**src/rtl/pec_consts.svh**
```systemverilog
// Timing, address and mask constants for the serial programmer controller
`ifndef PEC_CONSTS_SVH
`define PEC_CONSTS_SVH

// ==========================================================
// Clock
`define PEC_CLK_PERIOD_NS   10

// ==========================================================
// Serial timing, times in their own units
`define PEC_HALF_BIT_NS     100
`define PEC_CMD_GAP_NS      1000
`define PEC_PROG_PM_MS      3
`define PEC_PROG_DM_MS      6
`define PEC_EXT_PM_MS       3
`define PEC_DISCH_US        100

// ==========================================================
// Derived cycle counts, least times rounded up
`define PEC_HALF_BIT_CYC ((`PEC_HALF_BIT_NS + `PEC_CLK_PERIOD_NS - 1) / `PEC_CLK_PERIOD_NS)
`define PEC_CMD_GAP_CYC  ((`PEC_CMD_GAP_NS + `PEC_CLK_PERIOD_NS - 1) / `PEC_CLK_PERIOD_NS)
`define PEC_PROG_PM_CYC  ((`PEC_PROG_PM_MS * 1000000 + `PEC_CLK_PERIOD_NS - 1) / `PEC_CLK_PERIOD_NS)
`define PEC_PROG_DM_CYC  ((`PEC_PROG_DM_MS * 1000000 + `PEC_CLK_PERIOD_NS - 1) / `PEC_CLK_PERIOD_NS)
`define PEC_EXT_PM_CYC   ((`PEC_EXT_PM_MS * 1000000 + `PEC_CLK_PERIOD_NS - 1) / `PEC_CLK_PERIOD_NS)
`define PEC_DISCH_CYC    ((`PEC_DISCH_US * 1000 + `PEC_CLK_PERIOD_NS - 1) / `PEC_CLK_PERIOD_NS)

// ==========================================================
// Frame lengths, last bit index
`define PEC_CMD_LAST     5'h05
`define PEC_FRAME_LAST   5'h0F

// ==========================================================
// Checksum ranges and masks
`define PEC_END_1K       13'h03FF
`define PEC_END_2K       13'h07FF
`define PEC_END_4K       13'h0FFF
`define PEC_CFG_MASK_N   14'h0FFF
`define PEC_CFG_MASK_W   14'h1FFF

// ==========================================================
// Image placement of data memory
`define PEC_DM_IMG_BASE  16'h2100

`endif

```
**src/rtl/pec_pkg.sv**
```systemverilog
// Types for the serial programmer controller
package pec_pkg;

  // ==========================================================
  // Serial engine states
  typedef enum logic [4:0] {
    PEC_IDLE  = 5'h01,
    PEC_SHIFT = 5'h02,
    PEC_GAP   = 5'h04,
    PEC_WAIT  = 5'h08,
    PEC_DISCH = 5'h10
  } pec_state_t;

  // ==========================================================
  // Checksum sequencer states
  typedef enum logic [3:0] {
    PEC_CK_IDLE = 4'h1,
    PEC_CK_RUN  = 4'h2,
    PEC_CK_CFG  = 4'h4,
    PEC_CK_ID   = 4'h8
  } pec_ck_state_t;

  // ==========================================================
  // Wait that follows a command
  typedef enum logic [2:0] {
    PEC_W_NONE   = 3'h0,
    PEC_W_INT_PM = 3'h1,
    PEC_W_INT_DM = 3'h2,
    PEC_W_EXT_PM = 3'h3,
    PEC_W_DISCH  = 3'h4
  } pec_wait_t;

  // ==========================================================
  // Whole controller state
  typedef struct packed {
    pec_state_t    st;
    logic [3:0]    half;
    logic [4:0]    bit_cnt;
    logic          in_data;
    logic          has_data;
    logic          rd;
    pec_wait_t     wait_kind;
    logic [13:0]   wdat;
    logic [15:0]   shreg;
    logic [19:0]   cnt;
    logic          clk_o;
    logic          dat_o;
    logic          dat_oe;
    logic          req_ready;
    logic          rsp_valid;
    logic [13:0]   rdata;
    logic          s1;
    logic          s2;
    logic          s3;
    logic          dat_f;
    pec_ck_state_t ck_st;
    logic          prot;
    logic [12:0]   end_addr;
    logic [15:0]   cfgm;
    logic [15:0]   idp;
    logic          clr;
    logic          add_v;
    logic [15:0]   add_val;
    logic          fin_pend;
    logic          cks_done;
    logic          busy;
    logic [15:0]   dm_img_addr;
    logic          img_emit;
  } pec_ctrl_t;

  // ==========================================================
  // Accumulator state
  typedef struct packed {
    logic [15:0] sum;
  } pec_acc_t;

endpackage

```
**src/rtl/pec_host_ctrl.sv**
```systemverilog
// Serial programmer controller: command framing, waits and checksum
// Function
// - Checksum is sixteen-bit sum, carries dropped
// - Unprotected: sum program words, then masked config
// - Protected: sum only masked config and IDs
// - Mask and end address chosen by variant
// - Pack ID low nibbles, first ID highest
// - Data bytes imaged from 0x2100 upward
// - At least 1 us between frames
// - Wait 3 or 6 ms after internal program
// - Hold external program cycle 3 ms
// - Wait 100 us discharge before reading
// - Image carries config and IDs by default
`timescale 1ns/1ps
`default_nettype none
`include "pec_consts.svh"

module pec_host_ctrl #(
  parameter int INT_PM_WAIT_CYC = `PEC_PROG_PM_CYC,
  parameter int INT_DM_WAIT_CYC = `PEC_PROG_DM_CYC,
  parameter int EXT_PM_WAIT_CYC = `PEC_EXT_PM_CYC,
  parameter int DISCH_WAIT_CYC  = `PEC_DISCH_CYC
) (
  input  wire logic              clk,
  input  wire logic              rst,
  input  wire logic              req_valid,
  output var  logic              req_ready,
  input  wire logic [5:0]        req_cmd,
  input  wire logic              req_data_en,
  input  wire logic              req_read,
  input  wire logic [13:0]       req_wdata,
  input  wire pec_pkg::pec_wait_t req_wait,
  output var  logic              rsp_valid,
  output var  logic [13:0]       rsp_rdata,
  output var  logic              icsp_clk,
  output var  logic              icsp_dat_o,
  output var  logic              icsp_dat_oe,
  input  wire logic              icsp_dat_i,
  input  wire logic              cks_start,
  input  wire logic [1:0]        cks_size,
  input  wire logic              cks_wide_mask,
  input  wire logic              cks_code_protect_n,
  input  wire logic [13:0]       cks_cfg,
  input  wire logic [13:0]       cks_id0,
  input  wire logic [13:0]       cks_id1,
  input  wire logic [13:0]       cks_id2,
  input  wire logic [13:0]       cks_id3,
  input  wire logic              cks_word_valid,
  input  wire logic [12:0]       cks_word_addr,
  input  wire logic [13:0]       cks_word_data,
  input  wire logic              cks_finish,
  output var  logic              cks_busy,
  output var  logic              cks_done,
  output var  logic [15:0]       cks_value,
  input  wire logic [7:0]        dm_index,
  output var  logic [15:0]       dm_img_addr,
  input  wire logic              img_omit_cfg,
  output var  logic              img_emit_cfg
);

  localparam logic [3:0]  HALF_M1 = 4'(`PEC_HALF_BIT_CYC - 1);
  localparam logic [19:0] GAP_M1  = 20'(`PEC_CMD_GAP_CYC - 1);
  localparam int          GAP_CYC = `PEC_CMD_GAP_CYC;

  pec_pkg::pec_ctrl_t ctrl_reg;
  pec_pkg::pec_ctrl_t ctrl_next;
  logic [4:0]         last_bit;

  // ==========================================================
  // Next-state logic
  always_comb begin
    ctrl_next = ctrl_reg;
    ctrl_next.rsp_valid = 1'h0;
    ctrl_next.clr = 1'h0;
    ctrl_next.add_v = 1'h0;
    ctrl_next.fin_pend = 1'h0;
    ctrl_next.cks_done = ctrl_reg.fin_pend;
    last_bit = ctrl_reg.in_data ? `PEC_FRAME_LAST : `PEC_CMD_LAST;
    // Data pin synchroniser, change taken when stages two and three agree
    ctrl_next.s1 = icsp_dat_i;
    ctrl_next.s2 = ctrl_reg.s1;
    ctrl_next.s3 = ctrl_reg.s2;
    if (ctrl_reg.s2 == ctrl_reg.s3) begin
      ctrl_next.dat_f = ctrl_reg.s3;
    end
    // Image placement of a data byte
    ctrl_next.dm_img_addr = `PEC_DM_IMG_BASE + {8'h00, dm_index};
    // Config and IDs saved unless told otherwise
    ctrl_next.img_emit = ~img_omit_cfg;

    // Serial engine
    case (ctrl_reg.st)
      pec_pkg::PEC_IDLE: begin
        if (req_valid && ctrl_reg.req_ready) begin
          ctrl_next.req_ready = 1'h0;
          ctrl_next.shreg = {10'h000, req_cmd};
          ctrl_next.has_data = req_data_en;
          ctrl_next.rd = req_read;
          ctrl_next.wdat = req_wdata;
          ctrl_next.wait_kind = req_wait;
          ctrl_next.in_data = 1'h0;
          ctrl_next.bit_cnt = 5'h00;
          ctrl_next.clk_o = 1'h1;
          ctrl_next.dat_o = req_cmd[0];
          ctrl_next.dat_oe = 1'h1;
          ctrl_next.half = HALF_M1;
          ctrl_next.st = pec_pkg::PEC_SHIFT;
        end else begin
          ctrl_next.req_ready = 1'h1;  // Ready rises on the first idle cycle after reset
        end
      end
      pec_pkg::PEC_SHIFT: begin
        if (ctrl_reg.half != 4'h0) begin
          ctrl_next.half = ctrl_reg.half - 4'h1;
        end else if (ctrl_reg.clk_o) begin
          // Falling edge, read bit sampled here
          ctrl_next.clk_o = 1'h0;
          ctrl_next.half = HALF_M1;
          ctrl_next.shreg = {(ctrl_reg.rd && ctrl_reg.in_data) ? ctrl_reg.dat_f : 1'h0,
                             ctrl_reg.shreg[15:1]};
        end else if (ctrl_reg.bit_cnt == last_bit) begin
          ctrl_next.st = pec_pkg::PEC_GAP;
          ctrl_next.cnt = GAP_M1;
          if (ctrl_reg.has_data && !ctrl_reg.in_data && ctrl_reg.rd) begin
            ctrl_next.dat_oe = 1'h0;
          end
        end else begin
          ctrl_next.bit_cnt = ctrl_reg.bit_cnt + 5'h01;
          ctrl_next.clk_o = 1'h1;
          ctrl_next.dat_o = ctrl_reg.shreg[0];
          ctrl_next.half = HALF_M1;
        end
      end
      pec_pkg::PEC_GAP: begin
        // Clock held low from last fall to next rise
        if (ctrl_reg.cnt != 20'h00000) begin
          ctrl_next.cnt = ctrl_reg.cnt - 20'h00001;
        end else if (ctrl_reg.has_data && !ctrl_reg.in_data) begin
          ctrl_next.in_data = 1'h1;
          ctrl_next.shreg = ctrl_reg.rd ? 16'h0000 : {1'h0, ctrl_reg.wdat, 1'h0};
          ctrl_next.bit_cnt = 5'h00;
          ctrl_next.clk_o = 1'h1;
          ctrl_next.dat_o = 1'h0;
          ctrl_next.half = HALF_M1;
          ctrl_next.st = pec_pkg::PEC_SHIFT;
        end else begin
          ctrl_next.dat_oe = 1'h1;
          ctrl_next.dat_o = 1'h0;
          if (ctrl_reg.rd) begin
            // Protected program words come back as zeros here
            ctrl_next.rsp_valid = 1'h1;
            ctrl_next.rdata = ctrl_reg.shreg[14:1];
          end
          case (ctrl_reg.wait_kind)
            pec_pkg::PEC_W_INT_PM: begin
              ctrl_next.st = pec_pkg::PEC_WAIT;
              ctrl_next.cnt = 20'(INT_PM_WAIT_CYC - 1);
            end
            pec_pkg::PEC_W_INT_DM: begin
              // Also covers bulk erase, which may clear data memory too
              ctrl_next.st = pec_pkg::PEC_WAIT;
              ctrl_next.cnt = 20'(INT_DM_WAIT_CYC - 1);
            end
            pec_pkg::PEC_W_EXT_PM: begin
              ctrl_next.st = pec_pkg::PEC_WAIT;
              ctrl_next.cnt = 20'(EXT_PM_WAIT_CYC - 1);
            end
            pec_pkg::PEC_W_DISCH: begin
              ctrl_next.st = pec_pkg::PEC_DISCH;
              ctrl_next.cnt = 20'(DISCH_WAIT_CYC - 1);
            end
            default: begin
              ctrl_next.st = pec_pkg::PEC_IDLE;
              ctrl_next.req_ready = 1'h1;
            end
          endcase
        end
      end
      pec_pkg::PEC_WAIT: begin
        if (ctrl_reg.cnt != 20'h00000) begin
          ctrl_next.cnt = ctrl_reg.cnt - 20'h00001;
        end else if (ctrl_reg.wait_kind == pec_pkg::PEC_W_EXT_PM) begin
          // Caller now sends the end-programming command
          ctrl_next.st = pec_pkg::PEC_IDLE;
          ctrl_next.req_ready = 1'h1;
        end else begin
          ctrl_next.st = pec_pkg::PEC_DISCH;
          ctrl_next.cnt = 20'(DISCH_WAIT_CYC - 1);
        end
      end
      pec_pkg::PEC_DISCH: begin
        if (ctrl_reg.cnt != 20'h00000) begin
          ctrl_next.cnt = ctrl_reg.cnt - 20'h00001;
        end else begin
          ctrl_next.st = pec_pkg::PEC_IDLE;
          ctrl_next.req_ready = 1'h1;
        end
      end
      default: begin
        ctrl_next.st = pec_pkg::PEC_IDLE;
        ctrl_next.req_ready = 1'h1;
      end
    endcase

    // Checksum sequencer, config and IDs taken from the loaded image
    case (ctrl_reg.ck_st)
      pec_pkg::PEC_CK_IDLE: begin
        if (cks_start) begin
          ctrl_next.clr = 1'h1;
          ctrl_next.prot = ~cks_code_protect_n;
          if (cks_size == 2'h0) begin
            ctrl_next.end_addr = `PEC_END_1K;
          end else if (cks_size == 2'h1) begin
            ctrl_next.end_addr = `PEC_END_2K;
          end else begin
            ctrl_next.end_addr = `PEC_END_4K;
          end
          ctrl_next.cfgm = {2'h0, cks_cfg & (cks_wide_mask ? `PEC_CFG_MASK_W
                                                          : `PEC_CFG_MASK_N)};
          ctrl_next.idp = {cks_id0[3:0], cks_id1[3:0], cks_id2[3:0], cks_id3[3:0]};
          ctrl_next.ck_st = pec_pkg::PEC_CK_RUN;
        end
      end
      pec_pkg::PEC_CK_RUN: begin
        if (cks_finish) begin
          ctrl_next.ck_st = pec_pkg::PEC_CK_CFG;
        end else if (cks_word_valid && !ctrl_reg.prot &&
                     cks_word_addr <= ctrl_reg.end_addr) begin
          ctrl_next.add_v = 1'h1;
          ctrl_next.add_val = {2'h0, cks_word_data};
        end
      end
      pec_pkg::PEC_CK_CFG: begin
        ctrl_next.add_v = 1'h1;
        ctrl_next.add_val = ctrl_reg.cfgm;
        if (ctrl_reg.prot) begin
          ctrl_next.ck_st = pec_pkg::PEC_CK_ID;
        end else begin
          ctrl_next.ck_st = pec_pkg::PEC_CK_IDLE;
          ctrl_next.fin_pend = 1'h1;
        end
      end
      pec_pkg::PEC_CK_ID: begin
        ctrl_next.add_v = 1'h1;
        ctrl_next.add_val = ctrl_reg.idp;
        ctrl_next.ck_st = pec_pkg::PEC_CK_IDLE;
        ctrl_next.fin_pend = 1'h1;
      end
      default: begin
        ctrl_next.ck_st = pec_pkg::PEC_CK_IDLE;
      end
    endcase
    ctrl_next.busy = (ctrl_next.ck_st != pec_pkg::PEC_CK_IDLE);
  end

  // ==========================================================
  // State register
  always_ff @(posedge clk) begin
    if (rst) begin
      ctrl_reg <= '0;
      ctrl_reg.st <= pec_pkg::PEC_IDLE;
      ctrl_reg.ck_st <= pec_pkg::PEC_CK_IDLE;
      ctrl_reg.wait_kind <= pec_pkg::PEC_W_NONE;
    end else begin
      ctrl_reg <= ctrl_next;
    end
  end

  // Accumulator
  pec_cks_acc u_acc (
    .clk       (clk),
    .rst       (rst),
    .clear     (ctrl_reg.clr),
    .add_valid (ctrl_reg.add_v),
    .add_value (ctrl_reg.add_val),
    .sum       (cks_value)
  );

  // Outputs from flops
  assign req_ready    = ctrl_reg.req_ready;
  assign rsp_valid    = ctrl_reg.rsp_valid;
  assign rsp_rdata    = ctrl_reg.rdata;
  assign icsp_clk     = ctrl_reg.clk_o;
  assign icsp_dat_o   = ctrl_reg.dat_o;
  assign icsp_dat_oe  = ctrl_reg.dat_oe;
  assign cks_busy     = ctrl_reg.busy;
  assign cks_done     = ctrl_reg.cks_done;
  assign dm_img_addr  = ctrl_reg.dm_img_addr;
  assign img_emit_cfg = ctrl_reg.img_emit;

  // ==========================================================
  // Checks: cycles spent in the current engine state
  logic [19:0] stay_len;
  always_ff @(posedge clk) begin
    if (rst || ctrl_next.st != ctrl_reg.st) begin
      stay_len <= 20'h00000;
    end else begin
      stay_len <= stay_len + 20'h00001;
    end
  end

  property p_gap;
    @(posedge clk) disable iff (rst)
    (ctrl_reg.st == pec_pkg::PEC_GAP && ctrl_next.st != pec_pkg::PEC_GAP)
      |-> (int'(stay_len) >= GAP_CYC - 1) && !icsp_clk;
  endproperty
  a_gap: assert property (p_gap) else $error("frame gap too short");

  property p_int_wait;
    @(posedge clk) disable iff (rst)
    (ctrl_reg.st == pec_pkg::PEC_WAIT && ctrl_next.st != pec_pkg::PEC_WAIT &&
     ctrl_reg.wait_kind != pec_pkg::PEC_W_EXT_PM)
      |-> int'(stay_len) >= ((ctrl_reg.wait_kind == pec_pkg::PEC_W_INT_DM) ?
                             INT_DM_WAIT_CYC : INT_PM_WAIT_CYC) - 1;
  endproperty
  a_int_wait: assert property (p_int_wait) else $error("program wait short");

  property p_ext_wait;
    @(posedge clk) disable iff (rst)
    (ctrl_reg.st == pec_pkg::PEC_WAIT && ctrl_next.st != pec_pkg::PEC_WAIT &&
     ctrl_reg.wait_kind == pec_pkg::PEC_W_EXT_PM)
      |-> int'(stay_len) >= EXT_PM_WAIT_CYC - 1;
  endproperty
  a_ext_wait: assert property (p_ext_wait) else $error("external hold short");

  property p_disch;
    @(posedge clk) disable iff (rst)
    (ctrl_reg.st == pec_pkg::PEC_DISCH && ctrl_next.st != pec_pkg::PEC_DISCH)
      |-> int'(stay_len) >= DISCH_WAIT_CYC - 1 ##1 req_ready;
  endproperty
  a_disch: assert property (p_disch) else $error("discharge wait short");

  property p_prot_skip;
    @(posedge clk) disable iff (rst)
    (ctrl_reg.ck_st == pec_pkg::PEC_CK_RUN && ctrl_reg.prot) |=> !ctrl_reg.add_v;
  endproperty
  a_prot_skip: assert property (p_prot_skip) else $error("protected word summed");

  property p_range;
    @(posedge clk) disable iff (rst)
    (ctrl_reg.ck_st == pec_pkg::PEC_CK_RUN && cks_word_valid && !cks_finish &&
     !ctrl_reg.prot && cks_word_addr > ctrl_reg.end_addr) |=> !ctrl_reg.add_v;
  endproperty
  a_range: assert property (p_range) else $error("word beyond range summed");

  property p_mask;
    @(posedge clk) disable iff (rst)
    (ctrl_reg.ck_st == pec_pkg::PEC_CK_IDLE && cks_start && !cks_wide_mask)
      |=> ##1 (ctrl_reg.cfgm[15:12] == 4'h0) && ctrl_reg.busy;
  endproperty
  a_mask: assert property (p_mask) else $error("config mask wrong");

  property p_ids;
    @(posedge clk) disable iff (rst)
    (ctrl_reg.ck_st == pec_pkg::PEC_CK_IDLE && cks_start)
      |=> ctrl_reg.idp == {$past(cks_id0[3:0]), $past(cks_id1[3:0]),
                           $past(cks_id2[3:0]), $past(cks_id3[3:0])};
  endproperty
  a_ids: assert property (p_ids) else $error("user ID packing wrong");

  property p_start_clear;
    @(posedge clk) disable iff (rst)
    (ctrl_reg.ck_st == pec_pkg::PEC_CK_IDLE && cks_start) |=> ##1 (cks_value == 16'h0000);
  endproperty
  a_start_clear: assert property (p_start_clear) else $error("sum not cleared");

  property p_img;
    @(posedge clk) disable iff (rst)
    !rst |=> dm_img_addr == `PEC_DM_IMG_BASE + {8'h00, $past(dm_index)};
  endproperty
  a_img: assert property (p_img) else $error("data image address wrong");

  property p_emit;
    @(posedge clk) disable iff (rst)
    !rst && !img_omit_cfg |=> img_emit_cfg;
  endproperty
  a_emit: assert property (p_emit) else $error("config not emitted");

  c_read:  cover property (@(posedge clk) disable iff (rst) rsp_valid);
  c_prot:  cover property (@(posedge clk) disable iff (rst) cks_done && ctrl_reg.prot);
  c_open:  cover property (@(posedge clk) disable iff (rst) cks_done && !ctrl_reg.prot);
  c_wait:  cover property (@(posedge clk) disable iff (rst)
                           ctrl_reg.st == pec_pkg::PEC_WAIT ##1
                           ctrl_reg.st == pec_pkg::PEC_DISCH);

endmodule // pec_host_ctrl

`default_nettype wire

```
**src/rtl/pec_cks_acc.sv**
```systemverilog
// Sixteen-bit wrapping checksum accumulator
`timescale 1ns/1ps
`default_nettype none

module pec_cks_acc (
  input  wire logic        clk,
  input  wire logic        rst,
  input  wire logic        clear,
  input  wire logic        add_valid,
  input  wire logic [15:0] add_value,
  output var  logic [15:0] sum
);

  pec_pkg::pec_acc_t acc_reg;
  pec_pkg::pec_acc_t acc_next;

  // ==========================================================
  // Clear or add, carry out of bit 15 dropped
  always_comb begin
    acc_next = acc_reg;
    if (clear) begin
      acc_next.sum = 16'h0000;
    end else if (add_valid) begin
      acc_next.sum = 16'(acc_reg.sum + add_value);
    end
  end

  // Register
  always_ff @(posedge clk) begin
    if (rst) begin
      acc_reg <= '0;
    end else begin
      acc_reg <= acc_next;
    end
  end

  assign sum = acc_reg.sum;

  // ==========================================================
  // Checks
  property p_wrap;
    @(posedge clk) disable iff (rst)
    (add_valid && !clear) |=> (sum == 16'($past(sum) + $past(add_value)));
  endproperty
  a_wrap: assert property (p_wrap) else $error("checksum add wrong");

  property p_clear;
    @(posedge clk) disable iff (rst)
    clear |=> (sum == 16'h0000);
  endproperty
  a_clear: assert property (p_clear) else $error("checksum not cleared");

endmodule // pec_cks_acc

`default_nettype wire

```
**config.mk**
```make
export PLATFORM = sky130hd
export DESIGN_NAME = pec_host_ctrl
export DESIGN_NICKNAME = d
export VERILOG_FILES = /design/src/rtl/pec_pkg.sv /design/src/rtl/pec_host_ctrl.sv /design/src/rtl/pec_cks_acc.sv
export VERILOG_INCLUDE_DIRS = /design/src /design/src/rtl
export SDC_FILE = /design/constraint.sdc
export NUM_CORES = 1
export LEC_CHECK = 0
export BUFFER_PORTS_ARGS = -buffer_cell sky130_fd_sc_hd__clkbuf_2
export CORE_UTILIZATION = 50
export DETAILED_ROUTE_END_ITERATION = 12
export PLACE_DENSITY = 0.82
export SLEW_MARGIN = 10
export SYNTH_ARGS = -nofsm -noshare
export SYNTH_HDL_FRONTEND = slang
export SYNTH_HIERARCHICAL = 1
export SYNTH_SLANG_ARGS = --single-unit
```
**constraint.sdc**
```tcl
create_clock -name clk -period 3 [get_ports clk]
set_clock_uncertainty 0.05 [all_clocks]
set_input_delay 0.45 -clock clk [delete_from_list [all_inputs] [get_ports clk]]
set_output_delay 0.45 -clock clk [all_outputs]
set_load 0.005 [all_outputs]
```
### After elaboration in Yosys (flattened, before gate mapping)

Cells that the tools add are included.

| cells by class | value |
|---|---|
| $add $sub $neg | 5 |
| magnitude comparators | 1 |
| equality and inequality tests | 38 |
| mux-type cells | 65 |
| bitwise gates (word level) | 8 |
| reductions and logical operators | 35 |

Operators with widths:

| kind | count |
|---|---|
| 20-bit two-way mux | 7 |
| 20-bit case mux with 4 select lines | 1 |
| 20-bit case mux with 3 select lines | 1 |
| 17-bit two-way mux | 3 |
| 51-bit two-way mux | 1 |
| 17-bit case mux with 3 select lines | 1 |
| 50-bit two-way mux | 1 |
| 16-bit two-way mux | 3 |
| 16-bit case mux with 3 select lines | 1 |
| 15-bit two-way mux | 3 |
| 5-bit two-way mux | 9 |
| 39-bit two-way mux | 1 |
| 2-bit != test (second input constant) | 17 |
| 9-bit case mux with 3 select lines | 1 |
| 13-bit two-way mux | 2 |
| 5-bit case mux with 5 select lines | 1 |
| 7-bit AND reduction | 3 |
| 4-bit two-way mux | 5 |
| 20-bit nonzero test | 1 |
| 20-bit by 1-bit subtractor with 20-bit output (second input constant) | 1 |
| 19-bit two-way mux | 1 |
| 16-bit adder | 1 |
| 8-bit AND reduction | 2 |
| 14-bit by 8-bit adder with 15-bit output (first input constant) | 1 |
| 49 further kinds | 84 |

| storage, ports and cells | value |
|---|---|
| bits in registers | 195 |
| output and inout bits | 54 |
| logic and storage cells | 186 |

### Longest topological paths before layout

| depth | value |
|---|---|
| depth in word-level cells | 8 |
| gate-level depth with buffers | 10 |
| depth with buffers taken out | 8 |

### By module

The synthesis kept the hierarchy.

By module, submodules not included:

| module | instances | cells an instance | area an instance (µm²) | seq. area each (µm²) |
|---|---|---|---|---|
| pec_host_ctrl | 1 | 889 | 7,579.8 | 3,223.1 |
| pec_cks_acc | 1 | 157 | 1,277.5 | 320.3 |

### Least setup slack after synthesis

No wires, ideal clock.

| timing path | value |
|---|---|
| path type | reg-to-reg |
| start point | reg ctrl_reg[125] (netlist bit) |
| end point | reg ctrl_reg[146] (netlist bit) |
| library setup time | 128 ps |
| arrival time | 2,185 ps |
| path slack | 637 ps |
| cell stages (with the launch flop) | 9 |
| path buffers | 2 |
| clock period less this slack | 2,363 ps |
| cells stage by stage | dfxtp_1 -> or4_4 -> or3_1 -> buf_6 -> o31ai_4 -> o211a_4 -> buf_6 -> o32a_1 -> nor2_1 |

| between the ends | value |
|---|---|
| longest elaborated chain between the ends | 3 |

Ends and longest elaborated chain:

| element | line | text |
|---|---|---|
| start: declaration | pec_host_ctrl.sv:65 | `pec_pkg::pec_ctrl_t ctrl_reg;` |
| start signal: assignment | pec_host_ctrl.sv:265 | `ctrl_reg <= ctrl_next;` |
| 20-bit nonzero test | pec_host_ctrl.sv:136 | `if (ctrl_reg.cnt != 20'h00000) begin` |
| 2-bit != test (no line) | n/a |  |
| 6-bit AND reduction (no line) | n/a |  |

Every way passes these cells.
A chain may end at the register's enable or synchronous reset.

### Worst setup path after layout

| timing path | value |
|---|---|
| start point | reg ctrl_reg[111] (netlist bit) |
| end point | reg ctrl_reg[129] (netlist bit) |

| between the ends | value |
|---|---|
| longest elaborated chain between the ends | 3 |
| elaborated cells between the ends (all ways) | 11 |

Ends and longest elaborated chain:

| element | line | text |
|---|---|---|
| 20-bit by 1-bit subtractor with 20-bit output or 20-bit nonzero test (tied branches) | n/a |  |
| 20-bit two-way mux, or another cell as far along | pec_host_ctrl.sv:192 | `if (ctrl_reg.cnt != 20'h00000) begin` |
| 20-bit case mux with 4 select lines or 8-bit AND reduction (tied branches) | n/a |  |

Parallel ways exist; a longest one is shown, timed or not. The select of a mux whose other input is x is not followed.

==> results.md <==
* GR peak layer: met2
* Clock latency on the worst-skew pair at 430 ps
* Die W at 135.1 um
* Register bit count reported by yosys at 177
* Final wirelength at 21490 um
* Die H at 135.1 um
* Worst-Margin Slew at 942.2 ps
* Most frequent cells in the layout: dfxtp_1 (177), clkbuf_2 (147), nand2_1 (139)
* Share of the synthesized area in the top cell type at 40.01%
* EDFF count, synth at 0
* DR pass1 iterations at 7
* Post-Synth XOR/XNOR Area at 1.681%
* CTS clk-pin slew, worst paths at 70 ps
* Nets at 1328
* Post-Synth Simple-Gate Area at 20.54%
* Grt met3 use at 5.255%
* Post-route insts no fill at 1393
* Core ar. at 17300 um2
* Cell Area, Synth at 8857 um2
* Hold_buf cts at 0
* Max Fclk at 374.0 MHz
* Synth top area cells: dfxtp_1 (40%), nand2_1 (5.9%), a21oi_1 (5.7%), nor2_1 (4.3%), ha_1 (4.2%)
* Rows at 48
* Endpoint class of the critical path: register
* FFs w/ async S/R, synth at 0%
* Drt drc at 0
* Setup CP Type: reg2reg
* First DRT Iteration DRCs at 673
* Worst slack, placed at 397.4 ps
* M1 GR Usage at 31.00%
* Placed cells at 1361
* Final setup violation count at 0
* Register area share after synthesis at 40.01%
* Grt ovf at 0
* ANT nets after route at 0
* Number of max-cap violations at 0
* Slew Limit Headroom at 37.19%
* CP Max Fanout at 7
* Worst hold margin at 115.1 ps
* Arrival time at the worst endpoint at 2950 ps
* Io pins at 196
* Post-synth top area cell: dfxtp_1
* Vias at 8156
* Slew Viols, Final at 0
* Period minus WS final at 2674 ps
* Synth Area in Compound Gates at 23.96%
* RSZ-0062 raised after global routing: no
* WP data required at 3270 ps
* CTS tree: built
* Max reg flops at 127
* Synth warn at 6
* Ant diodes at 0
* Drt wl/cell at 15.43 um
* Largest family of logic cells by synthesized area: compound AO/OA/AOI/OAI gates
* Longest Clk Path Bufs at 2
* Post-detailed-placement half-perimeter wirelength at 15150 um
* DR vias/cell at 5.855
* Post-Synthesis Cells at 1046
* Commonest non-fill, non-tap cell in the layout: dfxtp_1
* Static leakage at 4.199 nW
* Initial core utilization at 51.21%
* Num CTS Buffers at 17
* Initial antenna violation count at 0
* RePlAce Congestion at 0.9250
* Die ar. at 18250 um2
* Status: finished, final reports clean
* Largest net degree at the start of global routing at 89
* Vias in the first global route at 7300
* CTS H-tree lvls at 4
* CTS sink cnt at 177
* Syn-to-layout area delta at 15.37%
* Met2 Use GR at 37.66%
* PortBufs at 148
* Fin Setup TNS at 0 ps
* Share of layout cells above drive strength 1 at 22.00%
* Post-route setup slack at 326.1 ps
* Mean post-synth cell area at 8.468 um2
* Root Buffer Master: clkbuf_16
* First-pass GRT wire length at 34910 um
* Setup crit start kind: register
* Adder-cell share of the synthesized area at 4.464%
* Final hold vios at 0
* GRT Total Usage at 23.65%
* Fill cells at 1515
* Final worst path period share at 89.13%
* Yosys cell types at 86
* Post-synthesis mux area share at 2.726%
* Min-Delay Path Class: in2reg
* Top FF cell, synth: dfxtp_1
* Pwr/cell area at 673.3 nW/um2
* # resized after CTS at 0
* Setup Buffers After CTS at 0
* Maximum vdd drop at 533.2 uV
-- Yosys cell counts, types with 11 or more instances --
| library cell | number |
|---|---|
| nand4_1 | 11 |
| nand3_1 | 21 |
| mux2i_1 | 23 |
| clkbuf_1 | 49 |
| a221oi_1 | 16 |
| inv_1 | 21 |
| xnor2_1 | 12 |
| nand2_1 | 139 |
| a31oi_1 | 21 |
| dfxtp_1 | 177 |
| nor3_1 | 22 |
| or3_1 | 11 |
| o21ai_0 | 36 |
| a22o_1 | 15 |
| buf_4 | 31 |
| ha_1 | 30 |
| nor2b_1 | 15 |
| a211oi_2 | 15 |
| nor2_1 | 101 |
| a21oi_1 | 100 |
-- final timing paths --
check / startpoint / cells past startpoint / slack (ps) / to
setup / recovery: ctrl_reg[111] / 8 / 330 / ctrl_reg[129]
hold / removal: img_omit_cfg / 2 / 120 / img_emit_cfg
setup reg to reg: ctrl_reg[111] / 8 / 330 / ctrl_reg[129]
hold reg to reg: ctrl_next[90] / 1 / 390 / ctrl_next[89]
-- metal layers --
metal	share of wire, %	up-vias
li1	-	3978
met1	44	3815
met2	47	324
met3	7.5	39
met4	2.1	0
met5	0	-
-- stage by stage --
step                      area, um2  power, mW  utilization, %
after floorplan                8876      4.285               -
after global placement         9649      4.679           55.79
after detailed placement       9649      4.737           55.79
after CTS                     10220      6.902           59.08
after global routing          10220      7.222           59.08
final                         10220      6.880           59.08
-- cell type report --
| type | count | area [um2] | area share [%] |
|---|---|---|---|
| multi-input combinational | 760 | 4768 | 46.66 |
| sequential | 177 | 3543 | 34.68 |
| timing repair buffer | 177 | 973.4 | 9.526 |
| tap | 225 | 281.5 | 2.755 |
| clock buffer | 19 | 442.9 | 4.334 |
| inverter | 22 | 82.58 | 0.8081 |
| clock inverter | 13 | 126.4 | 1.237 |
-- critical path: stages, from the launching register on --
cell and delay, ps:
dfxtp_1 320, inv_1 120, ha_1 170, nor4b_1 380, nand4_1 290, buf_4 260
o31ai_2 570, o22ai_1 190, a32o_1 230
-- cell families (layout without fill, tap and decap cells) --
logic type	Yosys count	count (layout)
fa+ha+maj	31	31
buf+inv	114	231
mux	24	24
compound gates	302	302
simple gates	380	380
other cells	1	6
xor+xnor	17	17
flops	177	177
-- power by group --
| group | leakage, nW | internal, mW | switching, mW |
|---|---|---|---|
| clock | 0.267 | 1.18 | 0.977 |
| combinational | 2.49 | 0.793 | 1.19 |
| sequential | 1.44 | 2.56 | 0.184 |
| total | 4.20 | 4.53 | 2.35 |
No activity file was read; power rests on OpenSTA's default activity.
